### config.mk
export PLATFORM = sky130hd
export DESIGN_NAME = flash_host_ctl
export DESIGN_NICKNAME = d
export VERILOG_FILES = /design/src/logic/flash_host_pkg.sv /design/src/logic/flash_host_ctl.sv
export SDC_FILE = /design/constraint.sdc
export NUM_CORES = 1
export LEC_CHECK = 0
export ABC_CLOCK_PERIOD_IN_PS = 4000
export BUFFER_PORTS_ARGS = -buffer_cell sky130_fd_sc_hd__buf_2
export CAP_MARGIN = 20
export CORE_UTILIZATION = 57
export CTS_CLUSTER_DIAMETER = 50
export DETAILED_ROUTE_END_ITERATION = 10
export GPL_TIMING_DRIVEN = 0
export PLACE_DENSITY = 0.81
export SLEW_MARGIN = 20
export SYNTH_ARGS = -nofsm -noshare
export SYNTH_HDL_FRONTEND = slang
export SYNTH_SLANG_ARGS = --single-unit
export TNS_END_PERCENT = 1
### constraint.sdc
create_clock -name pclk -period 4 [get_ports pclk]
set_clock_uncertainty 0.1 [all_clocks]
set_input_delay 0.2 -clock pclk [delete_from_list [all_inputs] [get_ports pclk]]
set_output_delay 0.2 -clock pclk [all_outputs]
set_load 0.005 [all_outputs]
### src/logic/flash_host_pkg.sv
// constants, types and state record of the flash command controller
// How it works
// - after reset-read from program or erase, wait the recovery interval first; the code waits only while mode_busy is still set by a block erase
// - append erase blocks only while the erase window flag still reads 0
// - detect chip erase completion by polling the toggle flag, not the ready output
// - confirm completion by the polling flags before trusting the fail flag
// - reset-read is one F0h write to 5555h, always after the two unlock cycles
// - unlock writes AAh to 5555h, then 55h to 2AAAh
`default_nettype none
package flash_host_pkg;
  // ----------------------------------------------------------------
  // timing
  // ----------------------------------------------------------------
  localparam int CLK_NS       = 20;
  localparam int WE_LOW_NS    = 50;
  localparam int ACCESS_NS    = 100;
  localparam int RECOV_US     = 10;
  localparam int SYNC_STAGES  = 2;
  localparam logic [9:0] WR_LOW_CYC  = 10'((WE_LOW_NS + CLK_NS - 1) / CLK_NS);
  localparam logic [9:0] RD_WAIT_CYC = 10'((ACCESS_NS + CLK_NS - 1) / CLK_NS + SYNC_STAGES);
  localparam logic [9:0] RECOV_CYC   = 10'((RECOV_US * 1000 + CLK_NS - 1) / CLK_NS);

  // ----------------------------------------------------------------
  // register map
  // ----------------------------------------------------------------
  localparam logic [7:0] OFS_CTRL   = 8'h00;
  localparam logic [7:0] OFS_ADDR   = 8'h04;
  localparam logic [7:0] OFS_WDATA  = 8'h08;
  localparam logic [7:0] OFS_STATUS = 8'h0C;
  localparam logic [7:0] OFS_RDATA  = 8'h10;
  localparam int ST_BUSY = 0;
  localparam int ST_DONE = 1;
  localparam int ST_FAIL = 2;
  localparam int ST_REFUSED = 3;
  localparam int ST_READY = 4;
  localparam int ST_MODE = 5;

  // ----------------------------------------------------------------
  // operations and flash bus values
  // ----------------------------------------------------------------
  localparam logic [3:0] OP_READ    = 4'h0;
  localparam logic [3:0] OP_RESET   = 4'h1;
  localparam logic [3:0] OP_SIG     = 4'h2;
  localparam logic [3:0] OP_PROGRAM = 4'h3;
  localparam logic [3:0] OP_BLK_ERA = 4'h4;
  localparam logic [3:0] OP_ADD_BLK = 4'h5;
  localparam logic [3:0] OP_CHIP    = 4'h6;
  localparam logic [3:0] OP_SUSPEND = 4'h7;
  localparam logic [3:0] OP_RESUME  = 4'h8;
  localparam logic [3:0] OP_POLL    = 4'h9;
  localparam logic [18:0] UNLOCK_A1 = 19'h05555;
  localparam logic [18:0] UNLOCK_A2 = 19'h02AAA;
  localparam logic [7:0]  UNLOCK_D1 = 8'hAA;
  localparam logic [7:0]  UNLOCK_D2 = 8'h55;
  localparam logic [7:0]  CMD_RESET = 8'hF0;
  localparam logic [7:0]  CMD_SIG   = 8'h90;
  localparam logic [7:0]  CMD_PROG  = 8'hA0;
  localparam logic [7:0]  CMD_ERASE = 8'h80;
  localparam logic [7:0]  CMD_CHIP  = 8'h10;
  localparam logic [7:0]  CMD_BLOCK = 8'h30;
  localparam logic [7:0]  CMD_PAUSE = 8'hB0;
  localparam int BIT_POLL = 7;
  localparam int BIT_TOGGLE = 6;
  localparam int BIT_FAIL = 5;
  localparam int BIT_WINDOW = 3;

  // ----------------------------------------------------------------
  // state record
  // ----------------------------------------------------------------
  typedef enum logic [2:0] {S_IDLE, S_WR, S_GAP, S_RD, S_RGAP, S_RECOV} seq_state_t;

  typedef struct packed {
    seq_state_t  st;
    logic [3:0]  op;
    logic [2:0]  step;
    logic [9:0]  cnt;
    logic [18:0] cfg_addr;
    logic [7:0]  cfg_data;
    logic [18:0] addr;
    logic [7:0]  wdata;
    logic [7:0]  rdata;
    logic [7:0]  prev;
    logic        second;
    logic        mode_busy;
    logic        done;
    logic        fail;
    logic        refused;
    logic [18:0] pin_addr;
    logic [7:0]  pin_dq;
    logic        pin_dq_oe;
    logic        pin_ce_n;
    logic        pin_oe_n;
    logic        pin_we_n;
    logic [7:0]  dq_s1;
    logic [7:0]  dq_s2;
    logic        rb_s1;
    logic        rb_s2;
  } ctl_state_t;

  localparam ctl_state_t CTL_RESET = '{st: S_IDLE, pin_ce_n: 1'b1, pin_oe_n: 1'b1,
                                       pin_we_n: 1'b1, default: '0};
endpackage : flash_host_pkg
`default_nettype wire

### src/logic/flash_host_ctl.sv
// APB-controlled command sequencer that drives a byte-wide flash over its pins
`default_nettype none
module flash_host_ctl (
  input  wire logic        pclk,
  input  wire logic        presetn,
  input  wire logic        psel,
  input  wire logic        penable,
  input  wire logic        pwrite,
  input  wire logic [7:0]  paddr,
  input  wire logic [31:0] pwdata,
  output logic      [31:0] prdata,
  output logic             pready,
  output logic             pslverr,
  output logic      [18:0] flash_addr,
  output logic      [7:0]  dq_out,
  output logic             dq_oe,
  input  wire logic [7:0]  dq_in,
  output logic             ce_n,
  output logic             oe_n,
  output logic             we_n,
  input  wire logic        ready_busy_out
);
  flash_host_pkg::ctl_state_t s_reg;
  flash_host_pkg::ctl_state_t s_next;

  // ----------------------------------------------------------------
  // command sequence tables
  // ----------------------------------------------------------------
  function automatic logic [2:0] write_count(input logic [3:0] op);
    unique case (op)
      flash_host_pkg::OP_RESET, flash_host_pkg::OP_SIG: write_count = 3'd3;
      flash_host_pkg::OP_PROGRAM:                        write_count = 3'd4;
      flash_host_pkg::OP_BLK_ERA, flash_host_pkg::OP_CHIP: write_count = 3'd6;
      flash_host_pkg::OP_ADD_BLK, flash_host_pkg::OP_SUSPEND,
      flash_host_pkg::OP_RESUME:                         write_count = 3'd1;
      default:                                           write_count = 3'd0;
    endcase
  endfunction : write_count

  function automatic logic [7:0] first_cmd(input logic [3:0] op);
    unique case (op)
      flash_host_pkg::OP_RESET:   first_cmd = flash_host_pkg::CMD_RESET;
      flash_host_pkg::OP_SIG:     first_cmd = flash_host_pkg::CMD_SIG;
      flash_host_pkg::OP_PROGRAM: first_cmd = flash_host_pkg::CMD_PROG;
      flash_host_pkg::OP_SUSPEND: first_cmd = flash_host_pkg::CMD_PAUSE;
      flash_host_pkg::OP_BLK_ERA, flash_host_pkg::OP_CHIP: first_cmd = flash_host_pkg::CMD_ERASE;
      default:                    first_cmd = flash_host_pkg::CMD_BLOCK;
    endcase
  endfunction : first_cmd

  // returns {address, data} of one write cycle
  function automatic logic [26:0] write_word(input logic [3:0] op, input logic [2:0] step,
                                             input logic [18:0] a, input logic [7:0] d);
    logic single;
    single = (write_count(op) == 3'd1);
    write_word = {flash_host_pkg::UNLOCK_A1, first_cmd(op)};
    if (single)
      write_word = {(op == flash_host_pkg::OP_ADD_BLK) ? a : 19'h00000, first_cmd(op)};
    else if (step == 3'd0 || step == 3'd3)
      write_word = {flash_host_pkg::UNLOCK_A1, flash_host_pkg::UNLOCK_D1};
    else if (step == 3'd1 || step == 3'd4)
      write_word = {flash_host_pkg::UNLOCK_A2, flash_host_pkg::UNLOCK_D2};
    else if (step == 3'd3 && op == flash_host_pkg::OP_PROGRAM)
      write_word = {a, d};
    else if (step == 3'd5)
      write_word = (op == flash_host_pkg::OP_CHIP)
                   ? {flash_host_pkg::UNLOCK_A1, flash_host_pkg::CMD_CHIP}
                   : {a, flash_host_pkg::CMD_BLOCK};
    if (op == flash_host_pkg::OP_PROGRAM && step == 3'd3)
      write_word = {a, d};
  endfunction : write_word

  function automatic logic is_poll_op(input logic [3:0] op);
    is_poll_op = (op == flash_host_pkg::OP_PROGRAM) || (op == flash_host_pkg::OP_CHIP) ||
                 (op == flash_host_pkg::OP_POLL) || (op == flash_host_pkg::OP_SUSPEND);
  endfunction : is_poll_op

  // ----------------------------------------------------------------
  // sequencer and register file
  // ----------------------------------------------------------------
  logic        apb_wr;
  logic        go_wr;
  logic        go_rd;
  logic        finish;
  logic [2:0]  wr_step;
  logic [26:0] wword;

  always_comb
  begin
    s_next = s_reg;
    go_wr = 1'b0;
    go_rd = 1'b0;
    finish = 1'b0;
    wr_step = 3'd0;
    s_next.dq_s1 = dq_in;
    s_next.dq_s2 = s_reg.dq_s1;
    s_next.rb_s1 = ready_busy_out;
    s_next.rb_s2 = s_reg.rb_s1;
    apb_wr = psel && penable && pwrite;
    if (apb_wr && paddr == flash_host_pkg::OFS_ADDR)
      s_next.cfg_addr = pwdata[18:0];
    if (apb_wr && paddr == flash_host_pkg::OFS_WDATA)
      s_next.cfg_data = pwdata[7:0];
    unique case (s_reg.st)
      flash_host_pkg::S_IDLE:
      begin
        if (apb_wr && paddr == flash_host_pkg::OFS_CTRL)
        begin
          s_next.op = pwdata[3:0];
          s_next.addr = s_reg.cfg_addr;
          s_next.wdata = s_reg.cfg_data;
          s_next.done = 1'b0;
          s_next.fail = 1'b0;
          s_next.refused = 1'b0;
          s_next.second = 1'b0;
          // block append looks at the window flag before writing
          if (pwdata[3:0] == flash_host_pkg::OP_ADD_BLK || write_count(pwdata[3:0]) == 3'd0)
            go_rd = 1'b1;
          else
            go_wr = 1'b1;
        end
      end
      flash_host_pkg::S_WR:
      begin
        s_next.cnt = s_reg.cnt - 10'd1;
        if (s_reg.cnt == 10'd0)
        begin
          s_next.pin_we_n = 1'b1;
          s_next.pin_ce_n = 1'b1;
          s_next.st = flash_host_pkg::S_GAP;
        end
      end
      flash_host_pkg::S_GAP:
      begin
        s_next.pin_dq_oe = 1'b0;
        if (s_reg.step + 3'd1 < write_count(s_reg.op))
        begin
          go_wr = 1'b1;
          wr_step = s_reg.step + 3'd1;
        end
        else
        begin
          unique case (s_reg.op)
            flash_host_pkg::OP_RESET:
            begin
              s_next.mode_busy = 1'b0;
              if (s_reg.mode_busy)
              begin
                s_next.st = flash_host_pkg::S_RECOV;
                s_next.cnt = flash_host_pkg::RECOV_CYC - 10'd1;
              end
              else
                finish = 1'b1;
            end
            flash_host_pkg::OP_PROGRAM, flash_host_pkg::OP_CHIP:
            begin
              s_next.mode_busy = 1'b1;
              go_rd = 1'b1;
            end
            flash_host_pkg::OP_BLK_ERA, flash_host_pkg::OP_ADD_BLK:
            begin
              s_next.mode_busy = 1'b1;
              finish = 1'b1;
            end
            flash_host_pkg::OP_SIG, flash_host_pkg::OP_SUSPEND: go_rd = 1'b1;
            default: finish = 1'b1;
          endcase
        end
      end
      flash_host_pkg::S_RD:
      begin
        s_next.cnt = s_reg.cnt - 10'd1;
        if (s_reg.cnt == 10'd0)
        begin
          s_next.rdata = s_reg.dq_s2;
          s_next.pin_ce_n = 1'b1;
          s_next.pin_oe_n = 1'b1;
          s_next.st = flash_host_pkg::S_RGAP;
        end
      end
      flash_host_pkg::S_RGAP:
      begin
        if (s_reg.op == flash_host_pkg::OP_ADD_BLK)
        begin
          // window closed: a late block would be taken as a stray command
          if (s_reg.rdata[flash_host_pkg::BIT_WINDOW])
          begin
            s_next.refused = 1'b1;
            finish = 1'b1;
          end
          else
            go_wr = 1'b1;
        end
        else if (!is_poll_op(s_reg.op))
          finish = 1'b1;
        else if (!s_reg.second)
        begin
          s_next.prev = s_reg.rdata;
          s_next.second = 1'b1;
          go_rd = 1'b1;
        end
        else if (s_reg.rdata[flash_host_pkg::BIT_TOGGLE] == s_reg.prev[flash_host_pkg::BIT_TOGGLE])
        begin
          // fail only trusted once the toggle flag stands still
          s_next.fail = s_reg.rdata[flash_host_pkg::BIT_FAIL];
          if (s_reg.op != flash_host_pkg::OP_SUSPEND)
            s_next.mode_busy = 1'b0;
          finish = 1'b1;
        end
        else
        begin
          s_next.prev = s_reg.rdata;
          go_rd = 1'b1;
        end
      end
      flash_host_pkg::S_RECOV:
      begin
        s_next.cnt = s_reg.cnt - 10'd1;
        if (s_reg.cnt == 10'd0)
          finish = 1'b1;
      end
    endcase
    if (apb_wr && paddr == flash_host_pkg::OFS_CTRL && s_reg.st != flash_host_pkg::S_IDLE)
      s_next.refused = 1'b1;
    wword = write_word(s_next.op, wr_step, s_next.addr, s_next.wdata);
    if (go_wr)
    begin
      s_next.st = flash_host_pkg::S_WR;
      s_next.step = wr_step;
      s_next.cnt = flash_host_pkg::WR_LOW_CYC - 10'd1;
      s_next.pin_addr = wword[26:8];
      s_next.pin_dq = wword[7:0];
      s_next.pin_dq_oe = 1'b1;
      s_next.pin_ce_n = 1'b0;
      s_next.pin_we_n = 1'b0;
    end
    if (go_rd)
    begin
      s_next.st = flash_host_pkg::S_RD;
      s_next.cnt = flash_host_pkg::RD_WAIT_CYC - 10'd1;
      s_next.pin_addr = s_next.addr;
      s_next.pin_ce_n = 1'b0;
      s_next.pin_oe_n = 1'b0;
    end
    if (finish)
    begin
      s_next.st = flash_host_pkg::S_IDLE;
      s_next.done = 1'b1;
    end
  end

  always_ff @(posedge pclk or negedge presetn)
  begin
    if (!presetn)
      s_reg <= flash_host_pkg::CTL_RESET;
    else
      s_reg <= s_next;
  end

  // ----------------------------------------------------------------
  // APB read side and pins
  // ----------------------------------------------------------------
  logic mapped;
  always_comb
  begin
    prdata = 32'h00000000;
    mapped = 1'b1;
    unique case (paddr)
      flash_host_pkg::OFS_CTRL:   prdata = {28'h0000000, s_reg.op};
      flash_host_pkg::OFS_ADDR:   prdata = {13'h0000, s_reg.cfg_addr};
      flash_host_pkg::OFS_WDATA:  prdata = {24'h000000, s_reg.cfg_data};
      flash_host_pkg::OFS_STATUS: prdata = {26'h0000000, s_reg.mode_busy, s_reg.rb_s2,
                                            s_reg.refused, s_reg.fail, s_reg.done,
                                            s_reg.st != flash_host_pkg::S_IDLE};
      flash_host_pkg::OFS_RDATA:  prdata = {24'h000000, s_reg.rdata};
      default:                    mapped = 1'b0;
    endcase
  end

  assign pready = 1'b1;
  assign pslverr = psel && penable && !mapped;
  assign flash_addr = s_reg.pin_addr;
  assign dq_out = s_reg.pin_dq;
  assign dq_oe = s_reg.pin_dq_oe;
  assign ce_n = s_reg.pin_ce_n;
  assign oe_n = s_reg.pin_oe_n;
  assign we_n = s_reg.pin_we_n;

  // ----------------------------------------------------------------
  // checks
  // ----------------------------------------------------------------
  logic [9:0] recov_seen;
  always_ff @(posedge pclk or negedge presetn)
  begin
    if (!presetn)
      recov_seen <= 10'd0;
    else
      recov_seen <= (s_reg.st == flash_host_pkg::S_RECOV) ? recov_seen + 10'd1 : 10'd0;
  end
endmodule : flash_host_ctl
`default_nettype wire

* Word level (Yosys, flattened, before mapping) *
Memories as Yosys holds them, arrays and structs flattened.
Cells that the tools add are included.

word-level totals
  bits in registers = 143
  bits in read-only memories = 144
  input bits = 54
  output and inout port bits = 65
  word-level logic and storage cells = 230
  memories = 3

memories
  name             words  width  read ports  clocked after Yosys merged registers in  wr ports  line                  RTL
  (no name shown)  16     3      1           0                                        0         flash_host_ctl.sv:30  unique case (op)
  (no name shown)  16     3      1           0                                        0         flash_host_ctl.sv:30
  (no name shown)  16     3      1           0                                        0         flash_host_ctl.sv:30

cells by class
  add/sub/neg operators = 2
  magnitude comparators = 1
  eq/ne operators = 54
  muxes and demuxes = 92
  bitwise gates (word level) = 1
  reduce and logical (&&, ||, !) cells = 52

operator list
  operator                                                                number
  27-bit 2-to-1 mux                                                       8
  19-bit one-hot mux with 5 select lines                                  1
  10-bit 2-to-1 mux                                                       5
  3-bit 2-to-1 mux                                                        14
  1-bit 2-to-1 mux                                                        41
  8-bit one-hot mux with 5 select lines                                   1
  19-bit 2-to-1 mux                                                       2
  4-bit by 3-bit equality test with 1-bit output (second input constant)  9
  29-bit 2-to-1 mux                                                       1
  5-bit inequality test (second input constant)                           5
  4-bit inequality test (second input constant)                           5
  10-bit one-hot mux with 2 select lines                                  1
  2-bit nonzero test                                                      10
  4-bit by 2-bit equality test with 1-bit output (second input constant)  4
  8-bit by 4-bit equality test with 1-bit output (second input constant)  2
  2-bit inequality test (second input constant)                           8
  4-bit AND reduction                                                     4
  7-bit 2-to-1 mux                                                        2
  3-bit equality test (second input constant)                             4
  3-bit inequality test (second input constant)                           4
  6-bit AND reduction                                                     2
  10-bit zero test                                                        1
  1-bit one-hot mux with 2 select lines                                   5
  10-bit by 1-bit subtractor with 10-bit output (second input constant)   1
  other kinds (31)                                                        62

* Depth between registers and ports, before layout *
  depth after elaboration = 15
  mapped depth = 16
  depth with buffers taken out = 12

* Worst setup path before layout *
Ideal clock, no wire load.

  kind = register -> register
  from = reg s_reg[141] in the netlist's numbering
  to = reg s_reg (netlist bit flash_addr[1])
  setup time = 0.126 ns
  arrival time = 3.211 ns
  data required time = 3.774 ns
  setup slack = 0.563 ns
  cell stages (with the launch flop) = 15
  buffers on the path = 3
  period minus slack after synthesis = 3.437 ns
  cells stage by stage = dfrtp_1 > buf_6 > nor3_4 > nand4_2 > clkbuf_1 > clkbuf_1 > a21boi_0 > ha_1 > and3b_1 > a21oi_1 > mux2i_4 > nor3_2 > a211oi_2 > o21ai_4 > a221o_1

between the ends
  longest elaborated chain between the ends = 11
  elaborated cells between the ends (all ways) = 31

RTL lines
  element                                                                          line                   RTL
  start, declared                                                                  flash_host_ctl.sv:23   flash_host_pkg::ctl_state_t s_reg;
  start signal, assigned                                                           flash_host_ctl.sv:255  s_reg <= flash_host_pkg::CTL_RESET;
  start signal, assigned                                                           flash_host_ctl.sv:257  s_reg <= s_next;
  parallel branches: the longest is 11 deep, another holds memory read 16 x 3 bit  -

Parallel ways; which one is timed is not known. The select of a mux whose other input is x is not followed.
A chain may end at the register's enable or synchronous reset.

* Final worst setup path *
  from = reg s_reg[141] in the netlist's numbering
  to = reg s_reg (netlist bit flash_addr[5])

The elaborated chain is that of the path after synthesis.

==> results_tabular.tex <==
\begin{tabular}{lr}
\hline
Metric & Value \\
\hline
\multicolumn{2}{l}{\textbf{Synth}} \\
XOR/XNOR share of the synthesized area & 0.00609 \\
Share of synthesized area occupied by flip-flops and latches & 0.491 \\
Area leader, netlist & sky130\_fd\_sc\_hd\_\_dfrtp\_1 \\
Synth Flop Type & sky130\_fd\_sc\_hd\_\_dfrtp\_1 \\
Flip-flop and latch count after synthesis & 137 \\
Most used standard cells in the synthesized netlist & 134 x sky130\_fd\_sc\_hd\_\_dfrtp\_1, 131 x sky130\_fd\_sc\_hd\_\_nand2\_1, 45 x sky130\_fd\_sc\_hd\_\_buf\_4, 40 x sky130\_fd\_sc\_hd\_\_nor2\_1, 26 x sky130\_fd\_sc\_hd\_\_mux2\_2 \\
Number of cells produced by synthesis & 669 \\
Number of enable flip-flop cells after synthesis & 0 \\
Mux cell area share after synthesis & 0.0698 \\
Largest cells by area after synthesis & sky130\_fd\_sc\_hd\_\_dfrtp\_1 48\%, sky130\_fd\_sc\_hd\_\_nand2\_1 7.0\%, sky130\_fd\_sc\_hd\_\_buf\_4 4.8\% \\
Mapped Avg Cell Area & 10.4 µm² \\
Library cell with the highest instance count after synthesis & sky130\_fd\_sc\_hd\_\_dfrtp\_1 \\
Proportion of register bits with asynchronous set or reset after synthesis & 1.00 \\
Largest family of logic cells by synthesized area & simple AND/OR/NAND/NOR gates \\
Warnings, synthesis & 0 \\
Area of the mapped netlist & 6990 µm² \\
Simple-gate portion of the synthesized area & 0.188 \\
Adder and majority gate portion of the synthesized area & 0.0287 \\
Number of different library cells in the post-synthesis netlist & 76 \\
Compound-cell area share of the yosys netlist & 0.138 \\
Area share of the leading cell type in the synthesized netlist & 0.480 \\
\multicolumn{2}{l}{\textbf{Worst setup path}} \\
Type of the worst setup path & reg2reg \\
Data arrival time of the critical path & just under 4 ns \\
Max incr delay on CP & 0.39 ns \\
Number of buffer and inverter stages on the critical path & 2 \\
Critical Path Source Type & flop \\
Critical path peak fanout & 19 \\
CP Cell Sequence & buf\_6, nor3\_4, nand4\_4, clkbuf\_2, a21boi\_1, ha\_1, and3b\_1, a21oi\_1, mux2i\_4, nor3\_2, a211oi\_2, o21ai\_4, a221o\_1 \\
Critical-path cell with the highest stage delay & sky130\_fd\_sc\_hd\_\_clkbuf\_2 \\
Element type at the critical path end & flop \\
Required time of the worst setup path & between 4 and 5 ns \\
Family with the most delay on the worst path & compound AO/OA/AOI/OAI gates \\
\multicolumn{2}{l}{\textbf{Power and ir drop}} \\
P\_leak & around 4.4 nW \\
PD cells & 366 nW/µm² \\
Maximum ir drop on the vdd rail & 0.324 mV \\
\multicolumn{2}{l}{\textbf{GRT}} \\
Number of global-route vias before repair & 5746 \\
Final global-route overflow total & 0 \\
Global-route total usage across every layer & 0.297 \\
Maximum number of pins on one net before global-route repair & 76 \\
Initial antenna violation count & 0 \\
First-pass GRT wire length & about 29000 µm \\
\multicolumn{2}{l}{\textbf{Timing}} \\
Final total negative setup slack & 0 ns \\
Maximum frequency from static timing analysis & 0.265 GHz \\
Worst-margin pin slew & around 1.1 ns \\
Count of final hold-check violations & 0 \\
Final Setup Violations & 0 \\
Total count of max-transition violations in the final report & 0 \\
Final clock period utilization by the worst path & 0.943 \\
Worst Slack Setup Final & 0.226 ns \\
Min Clock Period, post-route & about 3.8 ns \\
RSZ-0062 raised after global routing & no \\
Slew margin rel. & 0.254 \\
\multicolumn{2}{l}{\textbf{Detailed routing}} \\
Detailed-route via count & between 5000 and 6000 \\
Total Routed Length & 17700 µm \\
DRT iter0 DRCs & between 400 and 500 \\
Average via count per standard cell & 5.75 \\
Routed Antenna Nets & 0 \\
Count of unresolved DRC violations after routing & 0 \\
Average wire length per cell after detail routing & around 18 µm \\
Drt pass-1 iters & 5 \\
\multicolumn{2}{l}{\textbf{Floorplanning}} \\
Starting density of the core & 0.584 \\
Area inside the core boundary & 12000 µm² \\
Die ar. & 12700 µm² \\
Die X & 113 µm \\
Number of placement rows & 40 \\
Num ports & between 100 and 150 \\
Die extent in y & 113 µm \\
\multicolumn{2}{l}{\textbf{Clock tree}} \\
Clock-pin transition on the worst setup and hold timing paths & $\sim$0.06 ns \\
TritonCTS Sinks & about 140 \\
TritonCTS clock tree & done \\
Clock Tree Buf Depth & 2 \\
Number of H-tree levels & 4 \\
Buffer cell driving the clock tree root & sky130\_fd\_sc\_hd\_\_clkbuf\_16 \\
TritonCTS buffer count & 17 \\
Insertion delay to the later sink of the worst-skew pair & 0.42 ns \\
Post-CTS setup buffer count & 0 \\
\multicolumn{2}{l}{\textbf{Job}} \\
Maxcap violations & 0 \\
\multicolumn{2}{l}{\textbf{Layout}} \\
Area overhead of the layout relative to synthesis & 22.9\% \\
Area occupied by multi-input gates & slightly above 3000 µm² \\
Storage element area & 3430 µm² \\
Layout cell share with drive strength beyond 1 & 0.290 \\
Filler Cells Inserted & between 800 and 900 \\
Flip-flop count of the largest register, all copies and words added & between 90 and 100 \\
Net count, final & 886 \\
Final Util & 0.718 \\
\multicolumn{2}{l}{\textbf{Place}} \\
Detailed-placement wirelength estimate & approximately 12000 µm \\
GP Congestion & 0.880 \\
Count of port buffers added during placement & 90 \\
Pre-CTS setup slack & -0.181 ns \\
\multicolumn{2}{l}{\textbf{Outcome}} \\
Result of the run & completed \\
\multicolumn{2}{l}{\textbf{Min path}} \\
Hold WC Path Type & in2reg \\
\hline
\end{tabular}
-- repair_timing --
action	in CTS	in global routing
hold buffers	26	0
endpoints found under the setup margin	18	24
hold endpoints to repair	91	0
resized for setup	3	5
-- routing by layer --
layer	up-vias	GRT usage	part of all wire
met3	36	0.0578	0.063
met4	0	0.120	0.023
li1	2590	-	-
met5	-	0	0
met2	234	0.491	0.48
met1	2762	0.387	0.43
-- cells in the final DEF, fill, tap and decap left out, types with 6 or more instances in the layout --
cell type | netlist | routed
sky130_fd_sc_hd__a211oi_1 | 6 | 6
sky130_fd_sc_hd__a21oi_1 | 18 | 18
sky130_fd_sc_hd__a221o_1 | 15 | 15
sky130_fd_sc_hd__a222oi_1 | 7 | 7
sky130_fd_sc_hd__a22o_1 | 6 | 6
sky130_fd_sc_hd__a22oi_1 | 7 | 7
sky130_fd_sc_hd__and2_1 | 15 | 15
sky130_fd_sc_hd__and3_1 | 6 | 6
sky130_fd_sc_hd__buf_2 | 8 | 97
sky130_fd_sc_hd__buf_4 | 45 | 45
sky130_fd_sc_hd__clkbuf_1 | 11 | 8
sky130_fd_sc_hd__clkbuf_16 | 0 | 17
sky130_fd_sc_hd__conb_1 | 2 | 14
sky130_fd_sc_hd__dfrtp_1 | 134 | 134
sky130_fd_sc_hd__dlygate4sd3_1 | 0 | 26
sky130_fd_sc_hd__ha_1 | 16 | 16
sky130_fd_sc_hd__inv_1 | 18 | 18
sky130_fd_sc_hd__mux2_1 | 10 | 10
sky130_fd_sc_hd__mux2_2 | 26 | 26
sky130_fd_sc_hd__mux2i_1 | 6 | 6
sky130_fd_sc_hd__nand2_1 | 131 | 131
sky130_fd_sc_hd__nand2b_1 | 7 | 7
sky130_fd_sc_hd__nor2_1 | 40 | 40
sky130_fd_sc_hd__nor2b_1 | 6 | 6
sky130_fd_sc_hd__nor3_1 | 12 | 12
sky130_fd_sc_hd__o21ai_0 | 13 | 13
sky130_fd_sc_hd__o21ai_1 | 6 | 6
-- final timing paths --
kind                                        startpoint                        end  slack (ns)  depth (start not counted)
worst max-delay path            s_reg[141]$_DFFE_PN0P_  flash_addr[5]$_DFFE_PN0P_        0.23                         13
worst min-delay path                         pwdata[2]      s_reg[99]$_DFFE_PN0P_        0.05                          2
worst max register to register  s_reg[141]$_DFFE_PN0P_  flash_addr[5]$_DFFE_PN0P_        0.23                         13
worst min register to register     s_next[8]$_DFF_PN0_         s_reg[8]$_DFF_PN0_        0.25                          0
max in group asynchronous                      presetn        s_reg[86]$_DFF_PN0_        2.89                          3
min in group asynchronous                      presetn     s_reg[129]$_DFFE_PN0P_        0.19                          2
-- power breakdown --
part | internal (mW) | leakage, nW | switching (mW) | total, mW
clock network | 0.992 | 0.294 | 0.632 | 1.62
registers | 1.40 | 1.79 | 0.00694 | 1.41
logic | 0.0524 | 2.31 | 0.0606 | 0.113
-- area by class of cell --
class / instances / share of cell area
Buffer: 68 / 0.0552
Tap cell: 147 / 0.0214
Antenna cell: 1 / 0.000291
Inverter: 18 / 0.00787
Sequential cell: 137 / 0.400
Clock buffer: 17 / 0.0495
Clock inverter: 15 / 0.0220
Timing Repair Buffer: 117 / 0.0871
Multi-Input combinational cell: 457 / 0.357
-- cell families (layout without fill, tap and decap cells) --
family                     Yosys count  count (layout)
buffers and inverters               87             235
muxes                               43              43
and+or+nand+nor                    258             258
AOI/OAI and AO/OA                  122             122
xor gates and xnor gates             4               4
DFF                                137             137
adders and majority gates           16              16
other                                2              15
-- stage by stage --
| step | cells | area, µm² | hold slack, ns | power (mW) |
|---|---|---|---|---|
| floorplan | 681 | 7030 | -0.196 | 1.46 |
| global placement | 918 | 7670 | 0.209 | 1.51 |
| detailed placement | 919 | 7700 | 0.0643 | 1.52 |
| CTS | 977 | 8590 | 0.0338 | 3.16 |
| global route | 976 | 8590 | 0.0560 | 3.23 |
| finish | 977 | 8590 | 0.0493 | 3.14 |
Power figures use the tool's default switching activity.
